==> src/rtl/usb_ep0_regs.vh <==
// register offsets, field positions and codes of the control endpoint responder
`ifndef USB_EP0_REGS_VH
`define USB_EP0_REGS_VH

// register indexes on the 4-bit register port
`define EP0_MODE_ADDR 4'h0
`define EP0_COUNT_ADDR 4'h1
`define EP0_IRQ_STAT_ADDR 4'h2
`define EP0_IRQ_MASK_ADDR 4'h3
`define EP0_BUF_BASE 4'h8

// mode register fields
`define MODE_LSB 0
`define MODE_MSB 3
`define FLAG_ACK_BIT 4
`define FLAG_OUT_BIT 5
`define FLAG_IN_BIT 6
`define FLAG_SETUP_BIT 7

// count register fields
`define CNT_LSB 0
`define CNT_MSB 3
`define CNT_DVAL_BIT 6
`define CNT_TOG_BIT 7

// interrupt status fields
`define IRQ_EP_BIT 0
`define IRQ_SETUP_BIT 1
`define IRQ_STALL_BIT 2
`define IRQ_WIDTH 3

// reset values
`define MODE_REG_RST 8'h00
`define COUNT_REG_RST 8'h00
`define IRQ_MASK_RST 3'h0

// endpoint mode encodings
`define MODE_DISABLE 4'h0
`define MODE_NAK_INOUT 4'h1
`define MODE_STATUS_OUT 4'h2
`define MODE_STALL_INOUT 4'h3
`define MODE_STATUS_IN 4'h6
`define MODE_ACKOUT_STIN 4'hb
`define MODE_ACKIN_STOUT 4'hf

// token kinds from the serial interface engine
`define TOK_SETUP 2'h1
`define TOK_IN 2'h2
`define TOK_OUT 2'h3

// handshake / reply codes toward the serial interface engine
`define RESP_NONE 3'h0
`define RESP_ACK 3'h1
`define RESP_NAK 3'h2
`define RESP_STALL 3'h3
`define RESP_TX_COUNT 3'h4
`define RESP_TX_ZERO 3'h5

// packet length limits
`define MAX_PKT_LEN 5'h0a
`define STATUS_PKT_LEN 5'h02

`endif

==> src/rtl/usb_control_endpoint_mode_responder.v <==
// control endpoint token responder: mode decode, handshake choice, flag and count update
// Operation
// a 4-bit mode field in the mode register selects token handling.
// mode 0001 accepts SETUP and NAKs IN and OUT, no interrupt for NAKs.
// status-check OUT is ACKed only with zero payload and toggle one.
// failed status check gives STALL or no reply.
// TX count mode sends the 4-bit programmed byte count per IN.
// valid SETUP up to 10 bytes: ACK, S and A flags, mode 0001, data, interrupt.
// SETUP over 10 bytes or invalid: no reply, no state change.
// control OUT over 10 bytes or invalid is silently ignored.
// mode 0011 STALLs IN and valid OUT with no state change.
// mode 1111 IN acknowledged by host: I and A flags, mode 0001, interrupt.
// mode 1111 IN not acknowledged: nothing changes, data resent next IN.
// mode 1111 good status OUT: ACK, O and A, mode 0010, toggle 1, count 2.
// mode 1111 bad status OUT: STALL, mode 0011, interrupt.
// mode 0010 IN: STALL, mode 0011, interrupt.
// mode 0010 good status OUT ACKed keeping mode; bad one STALLed to 0011.
// mode 0000 ignores all traffic to the endpoint.
// mode 1011 ACKs OUT data and sends zero-length data for IN.
// firmware rewrites the mode after each interrupting transaction.
//
// Our own choices: the address map and strobed register access.
`timescale 1ns/10ps
`default_nettype none
`include "usb_ep0_regs.vh"
module usb_control_endpoint_mode_responder (
   input wire i_clk,
   input wire i_sys_rst,
   // register port
   input wire [3:0] i_addr,
   input wire [7:0] i_wdata,
   input wire i_wr,
   input wire i_rd,
   output wire [7:0] o_rdata,
   // packet bytes from the serial interface engine
   input wire i_rx_we,
   input wire [2:0] i_rx_idx,
   input wire [7:0] i_rx_data,
   // end of token / packet summary
   input wire i_tok_valid,
   input wire [1:0] i_tok_kind,
   input wire [4:0] i_rx_len,
   input wire i_rx_ok,
   input wire i_rx_tog,
   // host handshake after transmitted IN data
   input wire i_host_ack,
   input wire i_host_timeout,
   // reply toward the serial interface engine
   output wire o_resp_valid,
   output wire [2:0] o_resp_code,
   output wire [3:0] o_tx_count,
   input wire [2:0] i_tx_idx,
   output wire [7:0] o_tx_byte,
   output wire o_irq
);
   reg [7:0] mode_reg_ff;
   reg [7:0] count_reg_ff;
   reg [`IRQ_WIDTH-1:0] irq_stat_ff;
   reg [`IRQ_WIDTH-1:0] irq_mask_ff;
   reg in_pend_ff;
   reg [3:0] pend_next_mode_ff;
   reg [7:0] rdata_ff;
   reg resp_valid_ff;
   reg [2:0] resp_code_ff;
   reg [3:0] tx_count_ff;
   reg [7:0] tx_byte_ff;
   reg irq_ff;
   wire [63:0] buf_bytes;
   wire [3:0] mode;
   wire len_ok;
   wire status_good;
   wire bus_buf_we;

   // decision outputs of the token table
   reg [2:0] nxt_resp;
   reg upd;
   reg [3:0] nxt_mode;
   reg set_s;
   reg set_i;
   reg set_o;
   reg set_a;
   reg upd_cnt;
   reg [3:0] nxt_cnt;
   reg nxt_tog;
   reg ev_irq;
   reg ev_stall;
   reg nxt_pend;
   reg [3:0] nxt_pend_mode;
   reg [7:0] nxt_mode_reg;
   reg [7:0] nxt_count_reg;
   reg [`IRQ_WIDTH-1:0] nxt_irq_stat;
   reg [`IRQ_WIDTH-1:0] irq_set;

   assign mode = mode_reg_ff[`MODE_MSB:`MODE_LSB];
   assign len_ok = (i_rx_len <= `MAX_PKT_LEN) && i_rx_ok;
   assign status_good = (i_rx_len == `STATUS_PKT_LEN) && i_rx_tog;
   assign bus_buf_we = i_wr && i_addr[3];

   ep0_buffer u_buf (
      .i_clk(i_clk),
      .i_rx_we(i_rx_we),
      .i_rx_idx(i_rx_idx),
      .i_rx_data(i_rx_data),
      .i_bus_we(bus_buf_we),
      .i_bus_idx(i_addr[2:0]),
      .i_bus_data(i_wdata),
      .o_bytes(buf_bytes)
   );

   // token table: one decision per token, only for control modes
   always @* begin
      nxt_resp = `RESP_NONE;
      upd = 1'b0;
      nxt_mode = mode;
      set_s = 1'b0;
      set_i = 1'b0;
      set_o = 1'b0;
      set_a = 1'b0;
      upd_cnt = 1'b0;
      nxt_cnt = i_rx_len[3:0];
      nxt_tog = i_rx_tog;
      ev_irq = 1'b0;
      ev_stall = 1'b0;
      nxt_pend = 1'b0;
      nxt_pend_mode = mode;
      if (i_tok_valid) begin
         case (mode)
            `MODE_NAK_INOUT, `MODE_STATUS_OUT, `MODE_STALL_INOUT, `MODE_STATUS_IN,
            `MODE_ACKOUT_STIN, `MODE_ACKIN_STOUT: begin
               if (i_tok_kind == `TOK_SETUP) begin
                  if (len_ok) begin
                     // accepted setup re-arms to nak both ways
                     nxt_resp = `RESP_ACK;
                     upd = 1'b1;
                     nxt_mode = `MODE_NAK_INOUT;
                     set_s = 1'b1;
                     set_a = 1'b1;
                     upd_cnt = 1'b1;
                     ev_irq = 1'b1;
                  end
                  // oversize or corrupt setup: silence, buffer may hold junk
               end else if (i_tok_kind == `TOK_IN) begin
                  case (mode)
                     `MODE_NAK_INOUT: nxt_resp = `RESP_NAK;
                     `MODE_STALL_INOUT: nxt_resp = `RESP_STALL;
                     `MODE_STATUS_OUT: begin
                        nxt_resp = `RESP_STALL;
                        upd = 1'b1;
                        nxt_mode = `MODE_STALL_INOUT;
                        ev_irq = 1'b1;
                        ev_stall = 1'b1;
                     end
                     `MODE_ACKIN_STOUT: begin
                        nxt_resp = `RESP_TX_COUNT;
                        nxt_pend = 1'b1;
                        nxt_pend_mode = `MODE_NAK_INOUT;
                     end
                     default: begin
                        nxt_resp = `RESP_TX_ZERO;
                        nxt_pend = 1'b1;
                        nxt_pend_mode = `MODE_STALL_INOUT;
                     end
                  endcase
               end else if (i_tok_kind == `TOK_OUT && len_ok) begin
                  case (mode)
                     `MODE_NAK_INOUT: nxt_resp = `RESP_NAK;
                     `MODE_STALL_INOUT: nxt_resp = `RESP_STALL;
                     `MODE_STATUS_IN: begin
                        nxt_resp = `RESP_STALL;
                        upd = 1'b1;
                        nxt_mode = `MODE_STALL_INOUT;
                        ev_irq = 1'b1;
                        ev_stall = 1'b1;
                     end
                     `MODE_ACKOUT_STIN: begin
                        nxt_resp = `RESP_ACK;
                        upd = 1'b1;
                        nxt_mode = `MODE_NAK_INOUT;
                        set_o = 1'b1;
                        set_a = 1'b1;
                        upd_cnt = 1'b1;
                        ev_irq = 1'b1;
                     end
                     default: begin
                        // status-check modes 1111 and 0010
                        upd = 1'b1;
                        ev_irq = 1'b1;
                        if (status_good) begin
                           nxt_resp = `RESP_ACK;
                           set_o = 1'b1;
                           set_a = 1'b1;
                           upd_cnt = 1'b1;
                           nxt_cnt = 4'h2;
                           nxt_tog = 1'b1;
                           nxt_mode = `MODE_STATUS_OUT;
                        end else begin
                           nxt_resp = `RESP_STALL;
                           nxt_mode = `MODE_STALL_INOUT;
                           ev_stall = 1'b1;
                        end
                     end
                  endcase
               end
               // oversize or corrupt OUT falls through silently
            end
            default: nxt_resp = `RESP_NONE; // disabled, data and reserved modes
         endcase
      end
   end

   // register next values; hardware updates win over a same-cycle software write
   always @* begin
      nxt_mode_reg = mode_reg_ff;
      nxt_count_reg = count_reg_ff;
      nxt_irq_stat = irq_stat_ff;
      irq_set = {`IRQ_WIDTH{1'b0}};
      if (i_wr && i_addr == `EP0_MODE_ADDR) begin
         nxt_mode_reg = i_wdata; // firmware re-arms here
      end
      if (i_wr && i_addr == `EP0_COUNT_ADDR) begin
         nxt_count_reg = i_wdata;
      end
      if (i_rd && i_addr == `EP0_IRQ_STAT_ADDR) begin
         nxt_irq_stat = {`IRQ_WIDTH{1'b0}};
      end
      if (upd) begin
         nxt_mode_reg[`MODE_MSB:`MODE_LSB] = nxt_mode;
      end
      if (set_s) nxt_mode_reg[`FLAG_SETUP_BIT] = 1'b1;
      if (set_o) nxt_mode_reg[`FLAG_OUT_BIT] = 1'b1;
      if (set_a) nxt_mode_reg[`FLAG_ACK_BIT] = 1'b1;
      if (upd_cnt) begin
         nxt_count_reg[`CNT_MSB:`CNT_LSB] = nxt_cnt;
         nxt_count_reg[`CNT_DVAL_BIT] = 1'b1;
         nxt_count_reg[`CNT_TOG_BIT] = nxt_tog;
      end
      // host ack of transmitted IN data closes the pending transfer
      if (in_pend_ff && i_host_ack) begin
         nxt_mode_reg[`MODE_MSB:`MODE_LSB] = pend_next_mode_ff;
         nxt_mode_reg[`FLAG_IN_BIT] = 1'b1;
         nxt_mode_reg[`FLAG_ACK_BIT] = 1'b1;
         irq_set[`IRQ_EP_BIT] = 1'b1;
      end
      if (ev_irq) irq_set[`IRQ_EP_BIT] = 1'b1;
      if (set_s) irq_set[`IRQ_SETUP_BIT] = 1'b1;
      if (ev_stall) irq_set[`IRQ_STALL_BIT] = 1'b1;
      nxt_irq_stat = nxt_irq_stat | irq_set; // set wins over read-clear
   end

   // state, reply and interrupt flops
   always @(posedge i_clk) begin
      if (i_sys_rst) begin
         mode_reg_ff <= `MODE_REG_RST;
         count_reg_ff <= `COUNT_REG_RST;
         irq_stat_ff <= {`IRQ_WIDTH{1'b0}};
         irq_mask_ff <= `IRQ_MASK_RST;
         in_pend_ff <= 1'b0;
         pend_next_mode_ff <= `MODE_DISABLE;
         resp_valid_ff <= 1'b0;
         resp_code_ff <= `RESP_NONE;
         tx_count_ff <= 4'h0;
         irq_ff <= 1'b0;
      end else begin
         mode_reg_ff <= nxt_mode_reg;
         count_reg_ff <= nxt_count_reg;
         irq_stat_ff <= nxt_irq_stat;
         if (i_wr && i_addr == `EP0_IRQ_MASK_ADDR) begin
            irq_mask_ff <= i_wdata[`IRQ_WIDTH-1:0];
         end
         // an unacked IN leaves everything as is for a resend
         if (i_tok_valid) begin
            in_pend_ff <= nxt_pend;
            pend_next_mode_ff <= nxt_pend_mode;
         end else if (i_host_ack || i_host_timeout) begin
            in_pend_ff <= 1'b0;
         end
         resp_valid_ff <= i_tok_valid;
         resp_code_ff <= nxt_resp;
         // zero-length reply carries count zero
         tx_count_ff <= (nxt_resp == `RESP_TX_COUNT) ? count_reg_ff[`CNT_MSB:`CNT_LSB] : 4'h0;
         irq_ff <= |(nxt_irq_stat & irq_mask_ff);
      end
   end

   // read data one cycle after the strobe; unmapped reads return zero
   always @(posedge i_clk) begin
      if (i_sys_rst) begin
         rdata_ff <= 8'h00;
         tx_byte_ff <= 8'h00;
      end else begin
         tx_byte_ff <= buf_bytes[i_tx_idx*8 +: 8];
         if (!i_rd) begin
            rdata_ff <= 8'h00;
         end else if (i_addr[3]) begin
            rdata_ff <= buf_bytes[i_addr[2:0]*8 +: 8];
         end else begin
            case (i_addr)
               `EP0_MODE_ADDR: rdata_ff <= mode_reg_ff;
               `EP0_COUNT_ADDR: rdata_ff <= count_reg_ff;
               `EP0_IRQ_STAT_ADDR: rdata_ff <= {5'h00, irq_stat_ff};
               `EP0_IRQ_MASK_ADDR: rdata_ff <= {5'h00, irq_mask_ff};
               default: rdata_ff <= 8'h00;
            endcase
         end
      end
   end

   assign o_rdata = rdata_ff;
   assign o_resp_valid = resp_valid_ff;
   assign o_resp_code = resp_code_ff;
   assign o_tx_count = tx_count_ff;
   assign o_tx_byte = tx_byte_ff;
   assign o_irq = irq_ff;
endmodule
`default_nettype wire

==> src/rtl/ep0_buffer.v <==
// eight-byte endpoint buffer with a receive write port and a register write port
`timescale 1ns/10ps
`default_nettype none
module ep0_buffer (
   input wire i_clk,
   input wire i_rx_we,
   input wire [2:0] i_rx_idx,
   input wire [7:0] i_rx_data,
   input wire i_bus_we,
   input wire [2:0] i_bus_idx,
   input wire [7:0] i_bus_data,
   output wire [63:0] o_bytes
);
   reg [7:0] mem_ff [0:7];
   genvar g;

   // receive side wins when both write the same byte in one cycle, contents are not reset
   always @(posedge i_clk) begin
      if (i_rx_we) begin
         mem_ff[i_rx_idx] <= i_rx_data;
      end
      if (i_bus_we && !(i_rx_we && i_rx_idx == i_bus_idx)) begin
         mem_ff[i_bus_idx] <= i_bus_data;
      end
   end

   // flatten for the reader
   generate
      for (g = 0; g < 8; g = g + 1) begin : flat
         assign o_bytes[g*8 +: 8] = mem_ff[g];
      end
   endgenerate
endmodule
`default_nettype wire

==> config.mk <==
export PLATFORM = sky130hd
export DESIGN_NAME = usb_control_endpoint_mode_responder
export DESIGN_NICKNAME = d
export VERILOG_FILES = /design/src/rtl/usb_control_endpoint_mode_responder.v /design/src/rtl/ep0_buffer.v
export VERILOG_INCLUDE_DIRS = /design/src /design/src/rtl
export SDC_FILE = /design/constraint.sdc
export NUM_CORES = 1
export LEC_CHECK = 0
export ABC_AREA = 1
export BUFFER_PORTS_ARGS = -buffer_cell sky130_fd_sc_hd__buf_2
export CAP_MARGIN = 20
export CORE_ASPECT_RATIO = 0.75
export CORE_MARGIN = 8
export CORE_UTILIZATION = 60
export DETAILED_ROUTE_END_ITERATION = 10
export MAX_ROUTING_LAYER = met4
export PLACE_DENSITY = 0.84
export SYNTH_ARGS = -nofsm -noshare
export SYNTH_HDL_FRONTEND = slang
export SYNTH_HIERARCHICAL = 1
export SYNTH_SLANG_ARGS = --single-unit
==> constraint.sdc <==
create_clock -name i_clk -period 3.7 [get_ports i_clk]
set_clock_uncertainty 0.15 [all_clocks]
set_input_delay 0 -clock i_clk [delete_from_list [all_inputs] [get_ports i_clk]]
set_output_delay 0 -clock i_clk [all_outputs]
set_load 0.05 [all_outputs]
==> results of run 1 <==
## registers in the layout (all words and copies together), names as in the netlist
signal	cells
o_resp_code	3
o_irq	1
irq_stat_ff	3
o_rdata	8
irq_mask_ff	3
o_resp_valid	1
u_buf/mem_ff	64
o_tx_count	4
pend_next_mode_ff	4
mode_reg_ff	8
count_reg_ff	8
in_pend_ff	1
o_tx_byte	8
## worst max-delay path: stages, from the launching register on
cell,delay [ns]
dfxtp_1,0.59
nand2_1,0.12
inv_2,0.09
nand2_2,0.10
nand3_4,0.12
nor2_8,0.07
nor2_4,0.13
nand3_4,0.18
nand2_4,0.14
nand2_1,0.07
nand2_1,0.07
dlygate4sd3_1,0.55
a21oi_1,0.05
dlygate4sd3_1,0.57
## area by class of cell
type | count | area share (%)
Timing Repair Buffer | 120 | 10.2
Multi-Input combinational cell | 629 | 40.7
Clock inverter | 14 | 1.37
Sequential cell | 116 | 35.9
Clock buffer | 18 | 5.20
Tap cell | 144 | 2.18
Inverter | 94 | 4.46
## final timing paths
kind                     end  slack, ns  cells past startpoint
min             o_tx_byte[1]       0.05                      3
max          count_reg_ff[1]       0.59                     13
max reg2reg  count_reg_ff[1]       0.59                     13
min reg2reg    o_tx_count[1]       0.31                      2
## cells by family after synthesis
kind of cell,Yosys count,synth area share [%]
buf+inv,150,9.66
compound gates,157,13.1
flops,116,42.4
fa+ha+maj,3,0.537
simple gates,469,34.3
## where the power goes
part	switching, mW	internal [mW]
clock network	0.608	0.914
logic	0.352	0.144
registers	0.0391	1.42
## repair_timing
item | 4_1_cts | 5_1_grt
hold buffers | 45 | 0
hold endpoints to repair | 109 | 0
endpoints found under the setup margin | 0 | 0
## Yosys cell counts, drive strengths merged, types with 12 or more instances
cell type	instances	share of area, %
edfxtp	64	27
inv	92	5.2
buf	20	2.2
nor2	79	5.6
nand3	39	4.9
a31oi	12	1.1
clkbuf	36	2.2
dfxtp	52	15
o21ai	66	4.8
o2111ai	13	1.6
nand4	74	6.6
a21oi	44	3.1
nand2	265	15
## routing by layer
metal	vias up	part of all wire, %	GRT usage, %
met4	0	4.6	11.2
met1	3186	38	39.9
met3	129	18	11.1
met2	710	40	42.8
met5	-	0	-
li1	3235	-	-
## through the flow
step           power, mW  instances  cell area (um^2)
2_1_floorplan       1.79        895              6990
3_3_place_gp        1.91       1056              7250
3_5_place_dp        1.92       1056              7250
4_1_cts             3.44       1133              8240
5_1_grt             3.55       1135              8250
6_report            3.48       1135              8250
==> results.toml, run 1 <==
[synthesis]
netlist_area_um2 = 6990
synth-seq-area-share_pct = 42.4
synth_seq_cells = 116
synth_ff_type = "edfxtp_1"
yosys_warnings = 6
synth-async-reset-ratio_pct = 0
synth_edf_count = 64
avgSynthCellArea_um2 = 7.81
yosysUniqueCellTypes = 44
syn_inst = 895
synth_nets = 941

[grt]
grt_pass1_vias = 6317
grt_use_total_pct = 30.6
grt_pass1_wl_mm = 34.8
grt-ovfl-total = 0
antenna_found_initial = 0
grt_start_max_net_pins = 56

[cells_and_area]
final_cell_mix = "nand2_1, inv_1, nand4_1"
ff_latch_area_um2 = 2960
fillers = 856
final_util_pct = 71.8
final_layout_size_suffix_gt1_share_pct = 16.8
area_growth_pct = 17.9
num_antenna_cells = 0
layout_commonest_cell = "nand2_1"
multiInputGateArea_um2 = 3360
fin_nets = 1024

[clock_network]
ctsResizeCount = 0
cts_tree = "yes"
cts.sinks = 116
cts_buffers = 17
clk_pin_slew_ns = 0.06
htree_num_levels = 4
clk_latency_ns = 0.42
postCtsSetupBuffers = 0
cts-root-buf = "clkbuf_16"
cts_buffer_depth = 2

[power_and_ir_drop]
powerDensity_nw_per_um2 = 422
peakVddDrop_mv = 0.349
leakagePower_nw = 3.59

[route]
drt-vias-per-instance = 6.40
wl_per_cell_um = 20.4
routed_wl_mm = 23.2
firstDrtPassIters = 7
ant_nets = 0
drc = 0
num_vias = 7260
first_iter_violations = 1672

[timing]
whs_ns = 0.0450
setup-tns-final_ns = 0
worstMarginPinSlew_ns = 0.839
slew_headroom_pct = 44.1
finalSetupViolCount = 0
max_freq_mhz = 321
rsz0062_at_grt = "no"
maxSlewViolCount = 0
period_minus_slack_ns = 3.11
hold_violations = 0
fin_ws_ns = 0.588
finalCritPeriodShare_pct = 84.1

[placed_design]
place_congestion = 1.01
dpl.hpwl_mm = 15.3
pre_cts_slack_ns = 1.25
portBuffers = 67

[worst_setup_path]
crit_arrival_ns = 3.27
cp.required_ns = 3.85
cp-startpoint = "mode_reg_ff[0]"
end_kind = "register"
cp-start-kind = "register"
cp_max_fo = 10
r2r-start = "mode_reg_ff[0]"
path_class = "reg2reg"

[floorplan]
ios = 68
die_w_um = 141
rows = 34
die_area_um2 = 15400
core-area_um2 = 11500
fp.dieH_um = 110
start_util_pct = 60.9

[worst_hold_path]
min_from = "i_tx_idx[1]"
hp-class = "in2reg"

[flow_run]
maxCapViolCount = 0

[run_status]
status = "finished clean"
Note: power is estimated with default switching activity, not from simulation.
==> inputs of run 2 (changes only) <==
- clock period: 3.7 -> 2.96 ns (I/O delays scaled with it)
==> results.toml, run 2 (synthesized netlist as in run 1, its figures left out) <==
[floorplan]
ios = 68
die_w_um = 141
rows = 34
start_util_pct = 60.9
core-area_um2 = 11500
fp.dieH_um = 110
die_area_um2 = 15400

[placed_design]
dpl.hpwl_mm = 15.1
place_congestion = 0.982
portBuffers = 67

[clock_network]
cts_buffer_depth = 2
cts_buffers = 17
clk_latency_ns = 0.42
cts-root-buf = "clkbuf_16"
cts.sinks = 116
ctsResizeCount = 0
cts_tree = "yes"
clk_pin_slew_ns = 0.06
htree_num_levels = 4

[grt]
grt-ovfl-total = 0
grt_pass1_wl_mm = 33.8
grt_use_total_pct = 29.6
grt_start_max_net_pins = 46
grt_pass1_vias = 6227
antenna_found_initial = 0

[worst_setup_path]
r2r-start = "mode_reg_ff[0]"
cp_cell_sequence = "nand2_1, inv_2, nand2_2, inv_1, nor2_1, nand2_1, nand2_1, nand3_4, nand2_4, nand2_1, nand2_1, nor2_1, nor2_1, dlygate4sd3_1"
end_kind = "register"
cp_top_family = "simple AND/OR/NAND/NOR gates"
cp-start-kind = "register"
crit_arrival_ns = 2.80
cp.required_ns = 3.11
max_stage_delay_ns = 0.64
cp-startpoint = "mode_reg_ff[0]"
path_class = "reg2reg"
cp_slowest_cell = "dfxtp_1"
cp_max_fo = 10
cp_num_buf_inv = 3
crit_path_frequent_cell = "nand2_1"

[route]
ant_nets = 0
routed_wl_mm = 22.2
firstDrtPassIters = 6
drt-vias-per-instance = 6.26
num_vias = 7080
drc = 0
wl_per_cell_um = 19.6
first_iter_violations = 1321

[timing]
finalCritPeriodShare_pct = 89.4
finalSetupViolCount = 0
worstMarginPinSlew_ns = 0.802
setup-tns-final_ns = 0
slew_headroom_pct = 46.5
rsz0062_at_grt = "no"
period_minus_slack_ns = 2.65
hold_violations = 0
max_freq_mhz = 378
maxSlewViolCount = 0

[power_and_ir_drop]
p_total_mw = 4.44
leakagePower_nw = 3.61
p_sw_mw = 1.23
internal_power_mw = 3.21
peakVddDrop_mv = 0.526
netSwitchingFraction_pct = 27.7
powerDensity_nw_per_um2 = 539
p_clk_share_pct = 45.1
p_seq_share_pct = 41.0
pwr-share-comb_pct = 13.9

[cells_and_area]
layout_commonest_cell = "nand2_1"
fin_nets = 1020
fillers = 816
final_cell_mix = "nand2_1, inv_1, nand4_1"
top_register = "u_buf/mem_ff"
num_antenna_cells = 0
final_layout_size_suffix_gt1_share_pct = 17.2
largest_reg_flops = 64
area_growth_pct = 18.0
final_util_pct = 71.8

[flow_run]
maxCapViolCount = 0

[worst_hold_path]
hp-class = "in2reg"
min_from = "i_rx_len[4]"

[run_status]
status = "finished clean"
==> run 2: cell types whose count changed in the layout (fill, tap and decap cells not counted), sizes merged <==
cell,before,now
bufinv,1,2
dlygate4sd3,45,40
clkinvlp,4,0
clkbuf,18,21
buf,75,74
clkinv,9,8
inv,94,97
==> run 2: worst paths after layout <==
| kind | endpoint | slack [ns] | depth (start not counted) |
|---|---|---|---|
| hold reg to reg | count_reg_ff[5] | 0.30 | 2 |
| hold / removal | o_resp_code[0] | 0.02 | 6 |
| setup / recovery | count_reg_ff[2] | 0.31 | 14 |
| setup reg to reg | count_reg_ff[2] | 0.31 | 14 |
==> run 2: tightest hold or removal path: cells and delay by family <==
family | cells | cell delay [ns]
AO/OA/AOI/OAI | 1 | 0.13
buffers and inverters | 1 | 0.08
AND/OR/NAND/NOR | 4 | 0.32
==> run 2: area by class of cell <==
type                       count  area, um^2  share of cell area [%]
clock inverter                13         129                    1.56
timing repair buffer         116         813                    9.86
sequential                   116        2960                    35.9
multi-input combinational    629        3360                    40.7
inverter                      94         368                    4.46
tap                          144         180                    2.18
clock buffer                  19         443                    5.37
==> run 2: repair_timing <==
action	in CTS	in global routing
setup buffers	0	0
endpoints found under the hold margin	108	0
hold buffers	40	0
==> run 2: power groups by stage <==
stage          Sequential [mW]  Clock [mW]  Combinational [mW]
2_1_floorplan             1.88           0               0.356
3_3_place_gp              1.85           0               0.543
3_5_place_dp              1.85           0               0.551
4_1_cts                   1.82        1.99               0.589
5_1_grt                   1.83        2.07               0.656
6_report                  1.82        2.01               0.616
==> run 2: through the flow <==
step	setup WS, ns	instances	hold WS (ns)	instance area, um^2
after floorplan	1.14	895	-0.0809	6990
after global placement	0.744	1057	0.0396	7270
after detailed placement	0.642	1057	0.0435	7270
after CTS	0.467	1129	0.00105	8240
after global routing	0.206	1131	0.0485	8250
final	0.313	1131	0.0243	8250
==> run 2: routing by layer <==
metal | share of wire, % | up-vias | global-route usage (%) | wire, um
met5 | 0 | - | - | 0
met4 | 3.6 | 0 | 11.6 | 790
met3 | 18 | 87 | 11.9 | 3960
met2 | 40 | 617 | 40.4 | 8870
met1 | 39 | 3152 | 38.3 | 8600
li1 | - | 3224 | - | -
